[src/rtl/gtc_pkg.sv]
// constants shared by the gated 16-bit timer/counter and its bench
// assumes an AHB-Lite master with 32-bit data and word-aligned single transfers
package gtc_pkg;

   // register byte offsets
   localparam logic [7:0] OFS_CONTROL    = 8'h00;  // timer_control_reg
   localparam logic [7:0] OFS_COUNT_LOW  = 8'h04;  // count_low_byte
   localparam logic [7:0] OFS_COUNT_HIGH = 8'h08;  // count_high_byte
   localparam logic [7:0] OFS_COMPARATOR = 8'h0C;  // comparator_control_reg
   localparam logic [7:0] OFS_IRQ_FLAG   = 8'h10;  // periph_irq_flag_reg
   localparam logic [7:0] OFS_IRQ_ENABLE = 8'h14;  // periph_irq_enable_reg
   localparam logic [7:0] OFS_IRQ_CTRL   = 8'h18;  // irq_control_reg
   localparam logic [7:0] OFS_PIN_VIEW   = 8'h1C;  // oscillator pin view, read only

   // timer_control_reg fields
   localparam int BIT_TIMER_ON      = 0;
   localparam int BIT_CLOCK_SOURCE  = 1;
   localparam int BIT_SYNC_DISABLE  = 2;
   localparam int BIT_OSC_ENABLE    = 3;
   localparam int BIT_PRESCALE_LO   = 4;
   localparam int BIT_GATE_ENABLE   = 6;
   localparam int BIT_GATE_INVERT   = 7;
   // comparator_control_reg, irq regs and pin view fields
   localparam int BIT_GATE_SOURCE   = 1;
   localparam int BIT_OVERFLOW      = 0;
   localparam int BIT_PERIPH_IE     = 6;
   localparam int BIT_GLOBAL_IE     = 7;
   localparam int BIT_VIEW_B_DATA   = 0;
   localparam int BIT_VIEW_A_DATA   = 1;
   localparam int BIT_VIEW_B_DIR    = 2;
   localparam int BIT_VIEW_A_DIR    = 3;

   // reset values and counter constants
   localparam logic [7:0]  RST_CONTROL    = 8'h00;
   localparam logic        RST_GATE_SRC   = 1'h1;
   localparam logic [15:0] RST_COUNT      = 16'h0000;
   localparam logic [15:0] COUNT_MAX      = 16'hFFFF;
   localparam logic [15:0] COUNT_ONE      = 16'h0001;
   localparam logic [2:0]  PRESC_ZERO     = 3'h0;
   localparam logic [2:0]  PRESC_ONE      = 3'h1;
   localparam logic [2:0]  PRESC_MASK_BASE = 3'h1;

   // ahb encodings
   localparam logic [1:0] HTRANS_IDLE = 2'h0;
   localparam logic       HRESP_OKAY  = 1'h0;

endpackage

[src/rtl/gtc_timer.sv]
// gated 16-bit timer/counter with prescaler, gate and overflow flag
// assumes one clock hclk as the instruction clock; all pins are sampled as
// synchronous inputs, so the asynchronous mode is modelled by a shorter path
//
// The placing of the registers and register access over AHB-Lite were chosen for this implementation.
module gtc_timer (
   // clock and reset
   input  wire logic        hclk,
   input  wire logic        hresetn,
   // ahb-lite slave
   input  wire logic        hsel,
   input  wire logic [7:0]  haddr,
   input  wire logic [1:0]  htrans,
   input  wire logic        hwrite,
   input  wire logic [2:0]  hsize,
   input  wire logic [31:0] hwdata,
   input  wire logic        hready,
   output logic      [31:0] hrdata,
   output logic             hreadyout,
   output logic             hresp,
   // count clock, gate and comparator
   input  wire logic        ext_count_clock_pin,
   input  wire logic        gate_pin,
   input  wire logic        second_comparator,
   // system context
   input  wire logic        sleep_mode,
   input  wire logic        primary_clock_ok,
   input  wire logic [1:0]  port_data_in,
   input  wire logic [1:0]  port_dir_in,
   // outputs to the system
   output logic             osc_run,
   output logic             display_clock_enable,
   output logic             osc_pin_a_direction,
   output logic             osc_pin_b_direction,
   output logic             irq,
   output logic             wake_request
);

   ////////////////////////////////////////////////////////////////////////
   // state
   typedef struct packed {
      logic [7:0]  ctrl;       // timer_control_reg
      logic        gate_src;   // gate_source_select
      logic [15:0] count;      // live counter
      logic [2:0]  presc;      // hidden prescale counter
      logic        flag;       // overflow_flag
      logic        irq_en;     // overflow_irq_enable
      logic        peripheral_irq_enable;       // peripheral_irq_enable
      logic        global_irq_enable;        // global_irq_enable
      logic        armed;      // falling edge seen while timer_on since last disarm
      logic        sync1;      // synchroniser first stage
      logic        sync2;      // synchroniser second stage
      logic        sync3;      // synchronised history for edge detect
      logic        araw;       // direct sample, asynchronous path
      logic        aprev;      // direct sample history
      logic        dp_wr;      // write data phase pending
      logic [7:0]  dp_addr;    // write address held for data phase
      logic [31:0] rdata;      // read data register
   } gtc_state_t;

   gtc_state_t s_q;            // registered state
   gtc_state_t s_d;            // next state

   // decoded control bits
   logic       timer_on;       // timer_on
   logic       clock_source_select;
   logic       sync_disable;
   logic       osc_enable;
   logic [1:0] prescale_select;
   logic       gate_enable;
   logic       gate_invert;

   assign timer_on            = s_q.ctrl[gtc_pkg::BIT_TIMER_ON];
   assign clock_source_select = s_q.ctrl[gtc_pkg::BIT_CLOCK_SOURCE];
   assign sync_disable        = s_q.ctrl[gtc_pkg::BIT_SYNC_DISABLE];
   assign osc_enable          = s_q.ctrl[gtc_pkg::BIT_OSC_ENABLE];
   assign prescale_select     = s_q.ctrl[gtc_pkg::BIT_PRESCALE_LO +: 2];
   assign gate_enable         = s_q.ctrl[gtc_pkg::BIT_GATE_ENABLE];
   assign gate_invert         = s_q.ctrl[gtc_pkg::BIT_GATE_INVERT];

   ////////////////////////////////////////////////////////////////////////
   // combinational helpers
   logic       addr_phase;     // address phase accepted this edge
   logic       wr_low;         // data phase write to count_low_byte
   logic       wr_high;        // data phase write to count_high_byte
   logic       wr_count;       // either count byte written
   logic       pin_now;        // pin level on the selected path
   logic       pin_prev;       // previous level on the selected path
   logic       rise;           // rising edge of the count clock
   logic       fall;           // falling edge of the count clock
   logic       gate_level;     // selected gate source
   logic       gate_active;    // gate after polarity
   logic       count_ok;       // timer running and gate open
   logic       sleep_ok;       // allowed to count under sleep
   logic       in_event;       // prescaler input event
   logic [2:0] presc_mask;     // ratio minus one
   logic       tick;           // counter increment
   logic [31:0] read_mux;      // read data selected at address phase

   assign addr_phase = hsel & htrans[1] & hready;
   assign wr_low     = s_q.dp_wr & (s_q.dp_addr == gtc_pkg::OFS_COUNT_LOW);
   assign wr_high    = s_q.dp_wr & (s_q.dp_addr == gtc_pkg::OFS_COUNT_HIGH);
   assign wr_count   = wr_low | wr_high;

   // edge sources: the synchronised path lags by one flop more, which is why
   // a switch between modes can lose or repeat one edge
   assign pin_now  = sync_disable ? s_q.araw  : s_q.sync2;
   assign pin_prev = sync_disable ? s_q.aprev : s_q.sync3;
   // edges come from registered samples only, so a glitch shorter than
   // one clock counts only if it spans a sampling edge
   assign rise     = pin_now & ~pin_prev;
   assign fall     = ~pin_now & pin_prev;

   // gate selection and polarity
   assign gate_level  = s_q.gate_src ? second_comparator : gate_pin;
   assign gate_active = gate_invert ? gate_level : ~gate_level;
   // gate enable only matters once the timer is on
   assign count_ok    = timer_on & (~gate_enable | gate_active);
   // in sleep only the asynchronous counter keeps running
   assign sleep_ok    = ~sleep_mode | (clock_source_select & sync_disable);

   // internal source gives one event per instruction cycle
   // external source needs an armed rising edge
   assign in_event = clock_source_select ? (rise & s_q.armed) : 1'b1;

   // ratio decode 00/01/10/11 -> 1/2/4/8
   assign presc_mask = 3'((gtc_pkg::PRESC_MASK_BASE << prescale_select) - gtc_pkg::PRESC_ONE);
   // the write cycle suppresses the tick, so a byte write never races
   // an increment inside this block
   assign tick       = count_ok & sleep_ok & in_event & ~wr_count
                       & ((s_q.presc & presc_mask) == presc_mask);

   ////////////////////////////////////////////////////////////////////////
   // read mux, sampled in the address phase so hrdata is a flop;
   // the counter is a synchronous register so both bytes read clean
   // hsize is not checked: every register answers to a whole word
   always_comb begin
      read_mux = 32'h0000_0000;
      unique case (haddr)
         gtc_pkg::OFS_CONTROL:    read_mux[7:0] = s_q.ctrl;
         gtc_pkg::OFS_COUNT_LOW:  read_mux[7:0] = s_q.count[7:0];
         gtc_pkg::OFS_COUNT_HIGH: read_mux[7:0] = s_q.count[15:8];
         gtc_pkg::OFS_COMPARATOR: read_mux[gtc_pkg::BIT_GATE_SOURCE] = s_q.gate_src;
         gtc_pkg::OFS_IRQ_FLAG:   read_mux[gtc_pkg::BIT_OVERFLOW] = s_q.flag;
         gtc_pkg::OFS_IRQ_ENABLE: read_mux[gtc_pkg::BIT_OVERFLOW] = s_q.irq_en;
         gtc_pkg::OFS_IRQ_CTRL: begin
            read_mux[gtc_pkg::BIT_PERIPH_IE] = s_q.peripheral_irq_enable;
            read_mux[gtc_pkg::BIT_GLOBAL_IE] = s_q.global_irq_enable;
         end
         // oscillator owns the pins: directions read one, data zero
         gtc_pkg::OFS_PIN_VIEW: begin
            read_mux[gtc_pkg::BIT_VIEW_B_DATA] = port_data_in[0] & ~osc_run;
            read_mux[gtc_pkg::BIT_VIEW_A_DATA] = port_data_in[1] & ~osc_run;
            read_mux[gtc_pkg::BIT_VIEW_B_DIR]  = port_dir_in[0] | osc_run;
            read_mux[gtc_pkg::BIT_VIEW_A_DIR]  = port_dir_in[1] | osc_run;
         end
         // unmapped addresses read zero
         default: read_mux = 32'h0000_0000;
      endcase
   end

   ////////////////////////////////////////////////////////////////////////
   // next state
   always_comb begin
      s_d = s_q;
      // bus address phase: capture write target, load read data
      s_d.dp_wr = addr_phase & hwrite;
      if (addr_phase) begin
         s_d.dp_addr = haddr;
         if (!hwrite) begin
            s_d.rdata = read_mux;
         end
      end
      // pin samplers: sync1 feeds only sync2
      s_d.sync1 = ext_count_clock_pin;
      s_d.sync2 = s_q.sync1;
      s_d.sync3 = s_q.sync2;
      s_d.araw  = ext_count_clock_pin;
      s_d.aprev = s_q.araw;

      // falling edge arms while running; a fall while stopped disarms,
      // so the first rise after re-enabling is not counted
      // a fall in the cycle of a count write is dropped: the write wins
      if (timer_on) begin
         if (fall) begin
            s_d.armed = 1'b1;
         end
      end else if (fall) begin
         s_d.armed = 1'b0;
      end

      // prescaler counts input events while counting is allowed
      // its phase survives a ratio change; only a tick or a count byte
      // write clears it
      if (count_ok && sleep_ok && in_event) begin
         s_d.presc = tick ? gtc_pkg::PRESC_ZERO : 3'(s_q.presc + gtc_pkg::PRESC_ONE);
      end

      // counter increment and rollover
      if (tick) begin
         s_d.count = 16'(s_q.count + gtc_pkg::COUNT_ONE);
      end

      // register writes in the data phase
      if (s_q.dp_wr) begin
         unique case (s_q.dp_addr)
            gtc_pkg::OFS_CONTROL:    s_d.ctrl = hwdata[7:0];
            gtc_pkg::OFS_COMPARATOR: s_d.gate_src = hwdata[gtc_pkg::BIT_GATE_SOURCE];
            gtc_pkg::OFS_IRQ_FLAG:   s_d.flag = hwdata[gtc_pkg::BIT_OVERFLOW];
            gtc_pkg::OFS_IRQ_ENABLE: s_d.irq_en = hwdata[gtc_pkg::BIT_OVERFLOW];
            gtc_pkg::OFS_IRQ_CTRL: begin
               s_d.peripheral_irq_enable = hwdata[gtc_pkg::BIT_PERIPH_IE];
               s_d.global_irq_enable  = hwdata[gtc_pkg::BIT_GLOBAL_IE];
            end
            // count bytes handled below, others ignored
            default: s_d.ctrl = s_q.ctrl;
         endcase
      end
      // byte write goes straight into the live counter
      if (wr_low) begin
         s_d.count[7:0] = hwdata[7:0];
      end
      if (wr_high) begin
         s_d.count[15:8] = hwdata[7:0];
      end
      // count write clears prescaler and requires a new falling edge
      if (wr_count) begin
         s_d.presc = gtc_pkg::PRESC_ZERO;
         s_d.armed = 1'b0;
      end
      // hardware set beats a software clear in the same cycle
      if (tick && (s_q.count == gtc_pkg::COUNT_MAX)) begin
         s_d.flag = 1'b1;
      end
   end

   ////////////////////////////////////////////////////////////////////////
   // state register
   // only the gate source resets to one, every other field to zero
   always_ff @(posedge hclk or negedge hresetn) begin
      if (!hresetn) begin
         s_q          <= '0;
         s_q.ctrl     <= gtc_pkg::RST_CONTROL;
         s_q.gate_src <= gtc_pkg::RST_GATE_SRC;
         s_q.count    <= gtc_pkg::RST_COUNT;
      end else begin
         s_q <= s_d;
      end
   end

   ////////////////////////////////////////////////////////////////////////
   // outputs
   // zero wait states, always okay: the trade is a read that is one cycle old
   // hrdata stands until the next read address phase
   assign hrdata    = s_q.rdata;
   assign hreadyout = 1'b1;
   assign hresp     = gtc_pkg::HRESP_OKAY;

   // the crystal itself sits outside; only its enable leaves this block
   // oscillator runs only if the primary clock frees the circuit
   assign osc_run              = osc_enable & primary_clock_ok;
   // same oscillator offered to the display driver, sleep or not
   assign display_clock_enable = osc_run;
   // pins given to the crystal while it runs
   assign osc_pin_a_direction  = osc_run;
   assign osc_pin_b_direction  = osc_run;

   // interrupt needs all three enables
   // the flag itself is set whether or not any enable is on
   assign irq          = s_q.flag & s_q.irq_en & s_q.peripheral_irq_enable & s_q.global_irq_enable;
   // wake from sleep needs timer_on and the overflow and peripheral enables, not the global one
   // limitation: a level that holds until the flag is cleared or
   // sleep ends
   assign wake_request = sleep_mode & s_q.flag & s_q.irq_en & s_q.peripheral_irq_enable & timer_on;
endmodule

[config.mk]
export PLATFORM = sky130hd
export DESIGN_NAME = gtc_timer
export DESIGN_NICKNAME = d
export VERILOG_FILES = /design/src/rtl/gtc_pkg.sv /design/src/rtl/gtc_timer.sv
export SDC_FILE = /design/constraint.sdc
export NUM_CORES = 1
export LEC_CHECK = 0
export BUFFER_PORTS_ARGS = -buffer_cell sky130_fd_sc_hd__buf_2
export CAP_MARGIN = 10
export CORE_UTILIZATION = 45
export CTS_CLUSTER_DIAMETER = 200
export DETAILED_ROUTE_END_ITERATION = 10
export GPL_ROUTABILITY_DRIVEN = 0
export GPL_TIMING_DRIVEN = 0
export PLACE_DENSITY = 0.82
export SKIP_CTS_REPAIR_TIMING = 1
export SLEW_MARGIN = 5
export SYNTH_ARGS = -nofsm -noshare
export SYNTH_HDL_FRONTEND = slang
export SYNTH_SLANG_ARGS = --single-unit
[constraint.sdc]
create_clock -name hclk -period 2 [get_ports hclk]
set_input_delay 0.2 -clock hclk [delete_from_list [all_inputs] [get_ports hclk]]
set_output_delay 0.2 -clock hclk [all_outputs]
set_load 0.01 [all_outputs]
### Yosys cells after proc, flatten, opt, wreduce, memory -nomap -nowiden

Cells that the tools add are included.

| word-level totals | value |
|---|---|
| register bits | 53 |
| input port bits | 59 |
| output and inout bits | 40 |
| word-level logic and storage cells | 115 |

| cells by class | value |
|---|---|
| add/subtract/negate cells | 3 |
| equality and inequality tests | 15 |
| shift operators | 1 |
| multiplexer cells | 25 |
| bitwise operators | 38 |
| reductions and logical operators | 17 |

Operator list:

| cell | count |
|---|---|
| $eq 8x5->1 const B | 7 |
| $eq 8x4->1 const B | 4 |
| $and 1x1->1 | 24 |
| $add 16x1->16 const B | 1 |
| $eq 16x16->1 const B | 1 |
| $eq 8x3->1 const B | 2 |
| $logic_not 8->1 | 2 |
| $mux 16 | 1 |
| $mux 8 | 2 |
| $pmux 2 s4 | 2 |
| $mux 1 | 12 |
| $reduce_and 2->1 | 6 |
| $reduce_bool 2->1 | 6 |
| $mux 3 | 3 |
| $not 1->1 | 8 |
| $pmux 1 s6 | 1 |
| $pmux 2 s3 | 1 |
| $or 1x1->1 | 5 |
| $pmux 1 s5 | 1 |
| $mux 4 | 1 |
| $add 3x1->3 const B | 1 |
| $and 3x3->3 | 1 |
| $eq 3x3->1 | 1 |
| $logic_and 1x1->1 | 3 |
| 3 further kinds | 3 |

### Longest topological paths before layout

Gate-level depths: netlist (run 1).

| logic depth | value |
|---|---|
| word-level depth | 12 |
| gate-level depth with buffers | 7 |
| mapped depth without buffers | 6 |

### Worst setup path before layout (run 1)

OpenSTA, ideal clock, no wires.

| path | value |
|---|---|
| path type | register to register |
| start point | register s_q[70] in the netlist's numbering |
| end point | register s_q[64] in the netlist's numbering |
| setup time | 0.154 ns |
| arrival time | 1.752 ns |
| data required time | 1.846 ns |
| slack | 0.093 ns |
| cell stages (with the launch flop) | 8 |
| buffers on the path | 2 |
| period minus slack after synthesis | 1.907 ns |
| path through | dfstp_2 mux2i_1 xor2_1 o211ai_2 buf_6 buf_2 o311ai_0 o311ai_0 |

| on the way | value |
|---|---|
| longest elaborated chain between the ends | 10 |

Ends and longest elaborated chain:

| item | RTL line | source |
|---|---|---|
| from (decl) | gtc_timer.sv:61 | `gtc_state_t s_q;` |
| $mux 1 (*) | gtc_timer.sv:115 | `assign gate_level = s_q.gate_src ? second_comparator : gate_pin;` |
| $not 1->1 | gtc_timer.sv:116 | `assign gate_active = gate_invert ? gate_level : ~gate_level;` |
| $mux 1 (*) | gtc_timer.sv:116 |  |
| $or 1x1->1 (*) | gtc_timer.sv:118 | `assign count_ok = timer_on & (~gate_enable \| gate_active);` |
| $and 1x1->1 (*) | gtc_timer.sv:118 |  |
| $and 1x1->1 (*) (3 in a row) | gtc_timer.sv:130 | `assign tick = count_ok & sleep_ok & in_event & ~wr_count` |
| $and 1x1->1 (*) | gtc_timer.sv:131 | `& ((s_q.presc & presc_mask) == presc_mask);` |
| $reduce_bool 2->1 (no line) (*) | n/a |  |

Mark *: on every way between the ends. The rest lies on a longest branch, timed or not.
A chain may end at the register's enable or synchronous reset.

### Worst setup path in the final report (run 1)

| path | value |
|---|---|
| start point | register s_q[70] in the netlist's numbering |
| end point | register s_q[69] in the netlist's numbering |

Same word-level chain as after synthesis.

==> run_results.csv, run 1 <==
group,metric,value,unit
worst_setup_path,cp_slowest_cell,"dfstp_2",
final_layout,areaGrowthSynthToFinish,21.2,%
die,num_io_pins,99,
route,drc_errors,0,
place,port_buffers,42,
timing,report.final.hold_viol_count,0,
worst_setup_path,worst-path-buf-inv,2,
clock_network,clk_latency,0.32,ns
worst_setup_path,max_stage_delay,0.58,ns
die,die_h,87.0,µm
route,drtAntennaViolNets,0,
synth,netlist_area,3250,µm²
synth,yosysMostFrequentCell,"dfrtp_1",
place,post_dp_cell_area,3670,µm²
synth,synth_top_cell_by_area,"dfrtp_1",
route,vias,2826,
synth,ys_async_sr_fraction,100,%
synth,synthFlopType,"dfrtp_1",
die,fp.coreArea,6910,µm²
final_layout,nFillCells,636,
timing,period_share,106,%
worst_setup_path,critical_path_depth,7,
power_and_ir_drop,power.density,637,nW/µm²
final_layout,drive_gt1_share,34.8,%
power_and_ir_drop,switchingPower,0.822,mW
worst_setup_path,critPathArrivalTime,2.32,ns
power_and_ir_drop,clock_power_share,25.2,%
grt,grt_pass1_vias,2510,
timing,worstMarginPinSlew,0.658,ns
die,rows,30,
clock_network,cts_root_buffer,"clkbuf_8",
clock_network,clkTransAtPathRegs,0.11,ns
final_layout,fin_util,57.1,%
clock_network,htreeDepth,2,
power_and_ir_drop,p_int,1.69,mW
clock_network,clk_path_buf_depth,2,
power_and_ir_drop,vdd_drop_max,330,µV
clock_network,cts_tree,"built",
timing,fmax,0.470,GHz
power_and_ir_drop,comb_power_share,22.4,%
worst_setup_path,crit_type,"register to register",
grt,grt_pass1_wl,12.1,mm
worst_setup_path,cp-start-kind,"register",
synth,yosysSeqAreaShare,40.8,%
power_and_ir_drop,swShare,32.7,%
worst_setup_path,path_common_cell,"o311ai_1",
synth,synth.top_cells.by_count,"dfrtp_1 (52), nand2_1 (44), buf_4 (37)",
worst_hold_path,whs_path_depth,3,
route,drt_wl_total,7.70,mm
final_layout,final_net_count,485,
timing,rsz0062_at_grt,"true",
power_and_ir_drop,p_total,2.51,mW
grt,grt_max_degree,54,
synth,netlist.area_leader.share,40.0,%
final_layout,antenna_cells,0,
timing,slew_headroom,56.1,%
timing,slew_viol_final,0,
route,wire_per_inst,14.8,µm
clock_network,numCtsBuffers,5,
power_and_ir_drop,p_leak,1.79,nW
route,vias_per_cell,5.42,
synth,ys_seq_elements,53,
worst_setup_path,worst_setup_path_end_kind,"register",
final_layout,register_area,1330,µm²
worst_setup_path,critical_path_required,2.19,ns
outcome,outcome,"complete, but fails checks",
grt,grt-ovfl-total,0,
route,firstDrtPassIters,5,
grt,grt_usage,20.4,%
synth,yosysUniqueCellTypes,57,
worst_setup_path,path_max_fanout,10,
worst_setup_path,crit_family,"compound AO/OA/AOI/OAI gates",
timing,setup-violations-final,12,
grt,antenna_found_initial,0,
synth,avgSynthCellArea,9.41,µm²
timing,final.setup.worst_slack,-0.129,ns
place,hpwl,5.54,mm
power_and_ir_drop,p_seq_share,52.4,%
clock_network,clock-sinks,53,
route,drtIter0Drc,278,
synth,synth_edf_count,0,
outcome,violations,"negative setup slack",
run,max_cap_viol_count,0,
synth,postSynthCellCount,346,
timing,min_period,2.13,ns
timing,clock-skew-final,0.0110,ns
final_layout,final_area,3940,µm²
die,start_util,47.1,%
worst_setup_path,path_cells,"mux2i_2 -> xor2_1 -> o211ai_2 -> buf_6 -> buf_4 -> o311ai_1 -> o311ai_1",
worst_hold_path,hold_class,"input pin to register",
worst_setup_path,ff2ff_path_depth,7,
die,die_w,87.0,µm
final_layout,multi_input_area,1750,µm²
synth,ys_warn_count,0,
synth,synth.area.top_cells,"dfrtp_1 (40%), buf_4 (8.5%), mux2_2 (6.2%)",
die,die_area,7580,µm²
[flip-flops by register name, indices dropped and copies added (netlist names)]
name	count
gate_invert	1
osc_enable	1
s_d	1
prescale_select	2
s_q	38
clock_source_select	1
gate_enable	1
hrdata	8
[worst min-delay path: stages]
cell and delay (ns):
buf_2 0.09, inv_1 0.06, nor2_1 0.04
[layout make-up]
cell class | instances | share of cell area, %
multi-input combinational | 258 | 44.4
timing repair buffer | 47 | 6.79
sequential | 53 | 33.7
buffer | 54 | 9.23
inverter | 5 | 0.476
clock inverter | 3 | 0.635
clock buffer | 5 | 1.74
tap | 96 | 3.05
[metrics by stage]
| stage | cells | hold WS (ns) | worst slack [ns] | setup TNS, ns |
|---|---|---|---|---|
| floorplan | 370 | -0.0956 | 0.0933 | 0 |
| global placement | 508 | 0.312 | -0.114 | -1.62 |
| detailed placement | 508 | 0.309 | -0.209 | -2.72 |
| CTS | 516 | -0.0200 | -0.264 | -3.74 |
| global route | 521 | 0.100 | -0.183 | -2.16 |
| finish | 521 | 0.0979 | -0.129 | -0.825 |
[final timing paths]
| kind | startpoint | end | slack, ns |
|---|---|---|---|
| min in group asynchronous | hresetn | s_q[40] | 0.43 |
| worst min-delay path | hwrite | s_q[40] | 0.1 |
| worst min register to register | s_d[41] | s_q[41] | 0.43 |
| max in group asynchronous | hresetn | osc_enable | 1.11 |
| worst max-delay path | s_q[70] | s_q[69] | -0.13 |
| worst max register to register | s_q[70] | s_q[69] | -0.13 |
[routing by layer]
layer,vias to the layer above,share of wire (%),GRT usage [%]
li1,1357,-,-
met1,1326,42,26.5
met2,128,49,35.1
met3,15,7.5,3.41
met4,0,1.5,5.76
met5,-,0,0
[cells in the final DEF, fill, tap and decap left out, types with 6 or more instances in the layout]
| master | instances |
|---|---|
| nor2_1 | 29 |
| mux2i_1 | 9 |
| nand2_1 | 44 |
| a21oi_1 | 9 |
| nand3_1 | 13 |
| clkbuf_1 | 8 |
| a22o_1 | 6 |
| buf_4 | 42 |
| o21ai_0 | 15 |
| dfrtp_1 | 52 |
| conb_1 | 26 |
| buf_2 | 46 |
| nand4_1 | 7 |
| mux2_2 | 18 |
[power groups by stage]
stage / clock network (mW) / registers [mW] / logic [mW]
after floorplan: 0 / 1.29 / 0.383
after global placement: 0 / 1.32 / 0.496
after detailed placement: 0 / 1.33 / 0.524
after CTS: 0.648 / 1.31 / 0.525
after global routing: 0.685 / 1.33 / 0.620
final: 0.634 / 1.32 / 0.562
[cell families (layout without fill, tap and decap cells)]
logic type               after synthesis  after routing  share of synthesized area (%)
other                                  2             26                          0.231
multiplexers                          29             29                           10.0
AND/OR/NAND/NOR                      133            133                           21.9
flip-flops                            53             53                           40.8
XOR/XNOR                               2              2                          0.538
AO/OA/AOI/OAI                         66             66                           14.3
adder cells (fa/ha/maj)                2              2                          0.769
buffers and inverters                 59            114                           11.5
Power figures use the tool's default switching activity.
==> run 2, diff against run 1 <==
--- a/config.mk
+++ b/config.mk
@@ -7,12 +7,12 @@
 export LEC_CHECK = 0
 export BUFFER_PORTS_ARGS = -buffer_cell sky130_fd_sc_hd__buf_2
 export CAP_MARGIN = 10
-export CORE_UTILIZATION = 45
+export CORE_UTILIZATION = 34
 export CTS_CLUSTER_DIAMETER = 200
 export DETAILED_ROUTE_END_ITERATION = 10
 export GPL_ROUTABILITY_DRIVEN = 0
 export GPL_TIMING_DRIVEN = 0
-export PLACE_DENSITY = 0.82
+export PLACE_DENSITY = 0.67
 export SKIP_CTS_REPAIR_TIMING = 1
 export SLEW_MARGIN = 5
 export SYNTH_ARGS = -nofsm -noshare
==> run 2 against run 1 <==
Net effect: the run still ends with negative setup slack left; sequential cell count unchanged; non-clock buffer count is 1 higher; via count decreased by 2.2%; die area increased by 32%; critical path type unchanged.
==> run_results.csv, run 2 (same netlist as run 1, synthesis figures left out) <==
group,metric,value,unit
route,vias_per_cell,4.98,
grt,busiest_layer,"met2",
timing,period_share,103,%
worst_setup_path,regToRegSetupSlack,-0.06,ns
clock_network,clk_latency,0.32,ns
power_and_ir_drop,p_total,2.74,mW
timing,report.final.hold_viol_count,0,
timing,clock-skew-final,0.0143,ns
place,hpwl,5.81,mm
timing,fmax,0.484,GHz
worst_setup_path,max_stage_delay,0.55,ns
route,firstDrtPassIters,5,
worst_setup_path,critPathArrivalTime,2.24,ns
die,die_w,99.8,µm
route,drt_wl_total,7.78,mm
final_layout,areaGrowthSynthToFinish,22.6,%
clock_network,clk_path_buf_depth,2,
worst_hold_path,min_to,"s_q[40]",
worst_setup_path,cp_slowest_cell,"dfstp_2",
power_and_ir_drop,vdd_drop_max,312,µV
final_layout,top_register,"s_q",
route,drtAntennaViolNets,0,
clock_network,numCtsBuffers,5,
power_and_ir_drop,p_leak,1.82,nW
clock_network,clkTransAtPathRegs,0.11,ns
place,port_buffers,42,
timing,slew_viol_final,0,
grt,met1_usage,22.4,%
worst_setup_path,cp-start-kind,"register",
final_layout,final_net_count,486,
timing,min_period,2.06,ns
worst_setup_path,worst_setup_path_end_kind,"register",
grt,grt_max_degree,54,
die,rows,35,
route,drc_errors,0,
die,start_util,35.2,%
grt,grt_pass1_wl,12.6,mm
die,fp.coreArea,9240,µm²
grt,use_met2,26.2,%
worst_hold_path,whs_path_depth,3,
die,die_h,99.8,µm
run,max_cap_viol_count,0,
worst_setup_path,crit_family,"compound AO/OA/AOI/OAI gates",
timing,setup-violations-final,8,
route,vias,2765,
clock_network,cts_tree,"built",
die,num_io_pins,99,
power_and_ir_drop,power.density,687,nW/µm²
outcome,outcome,"complete, but fails checks",
timing,worstMarginPinSlew,0.672,ns
timing,rsz0062_at_grt,"true",
route,drtIter0Drc,168,
worst_setup_path,critical_path_required,2.17,ns
timing,slew_headroom,55.2,%
grt,use_met3,2.65,%
worst_setup_path,worst-path-buf-inv,2,
worst_setup_path,r2r-end,"s_q[59]",
worst_setup_path,path_cells,"mux2i_1 -> xor2_1 -> o211ai_2 -> buf_6 -> buf_4 -> o41ai_2 -> a31oi_1",
final_layout,drive_gt1_share,33.1,%
clock_network,clock-sinks,53,
final_layout,layout_common_cells,"dfrtp_1 (52), buf_2 (46), nand2_1 (44)",
grt,grt_pass1_vias,2503,
grt,grt-ovfl-total,0,
worst_setup_path,ff2ff_path_depth,7,
worst_hold_path,hp-start,"hwrite",
die,die_area,9970,µm²
timing,tns,-0.242,ns
clock_network,htreeDepth,2,
final_layout,largest_reg_flops,38,
clock_network,cts_root_buffer,"clkbuf_8",
worst_setup_path,timing.rr.start,"s_q[70]",
outcome,violations,"negative setup slack",
route,wire_per_inst,14.0,µm
worst_setup_path,crit_type,"register to register",
final_layout,mostFrequentLayoutCell,"dfrtp_1",
grt,grt_usage,16.1,%
final_layout,antenna_cells,0,
worst_setup_path,path_max_fanout,10,
worst_hold_path,hold_class,"input pin to register",
grt,antenna_found_initial,0,
timing,final.setup.worst_slack,-0.0643,ns
run 2: worst max-delay path by stage:
stage	from	endpoint	depth (start not counted)	slack [ns]
floorplan	s_q[70]	s_q[64]	7	0.09
global placement	s_q[33]	s_q[73]	4	-0.14
detailed placement	s_q[33]	s_q[73]	4	-0.19
CTS	s_q[33]	s_q[73]	4	-0.21
global route	s_q[70]	s_q[59]	7	-0.15
finish	s_q[70]	s_q[59]	7	-0.06
run 2: final cells by class:
class / count / area [µm²]
Tap cell: 129 / 161
Multi-Input combinational cell: 258 / 1710
Timing Repair Buffer: 48 / 275
Buffer: 54 / 362
Fill cell: 902 / 5250
Clock buffer: 5 / 68.8
Inverter: 5 / 18.8
Clock inverter: 3 / 68.8
Sequential cell: 53 / 1330
run 2: report_power, final:
group | internal (mW) | switching (mW) | total, mW
logic | 0.251 | 0.298 | 0.549
clock network | 0.504 | 0.374 | 0.878
registers | 1.18 | 0.135 | 1.32
run 2: metrics by stage:
step	hold slack, ns	utilization [%]	instances	worst slack, ns	instance area (µm²)
2_1_floorplan	-0.0956	-	370	0.0933	3340
3_3_place_gp	0.311	40.2	541	-0.140	3720
3_5_place_dp	0.311	40.2	541	-0.186	3720
4_1_cts	-0.0143	41.7	549	-0.214	3850
5_1_grt	0.127	43.2	555	-0.153	3990
6_report	0.116	43.2	555	-0.0643	3990
run 2: worst min-delay path, stage by stage:
cell and delay [ns]:
buf_2 0.10, inv_1 0.07, nor2_1 0.05
run 2: per-layer routing:
metal | share of wire, % | up-vias
met4 | 1.3 | 0
li1 | - | 1350
met1 | 47 | 1329
met3 | 5.1 | 8
met5 | 0 | -
met2 | 47 | 78
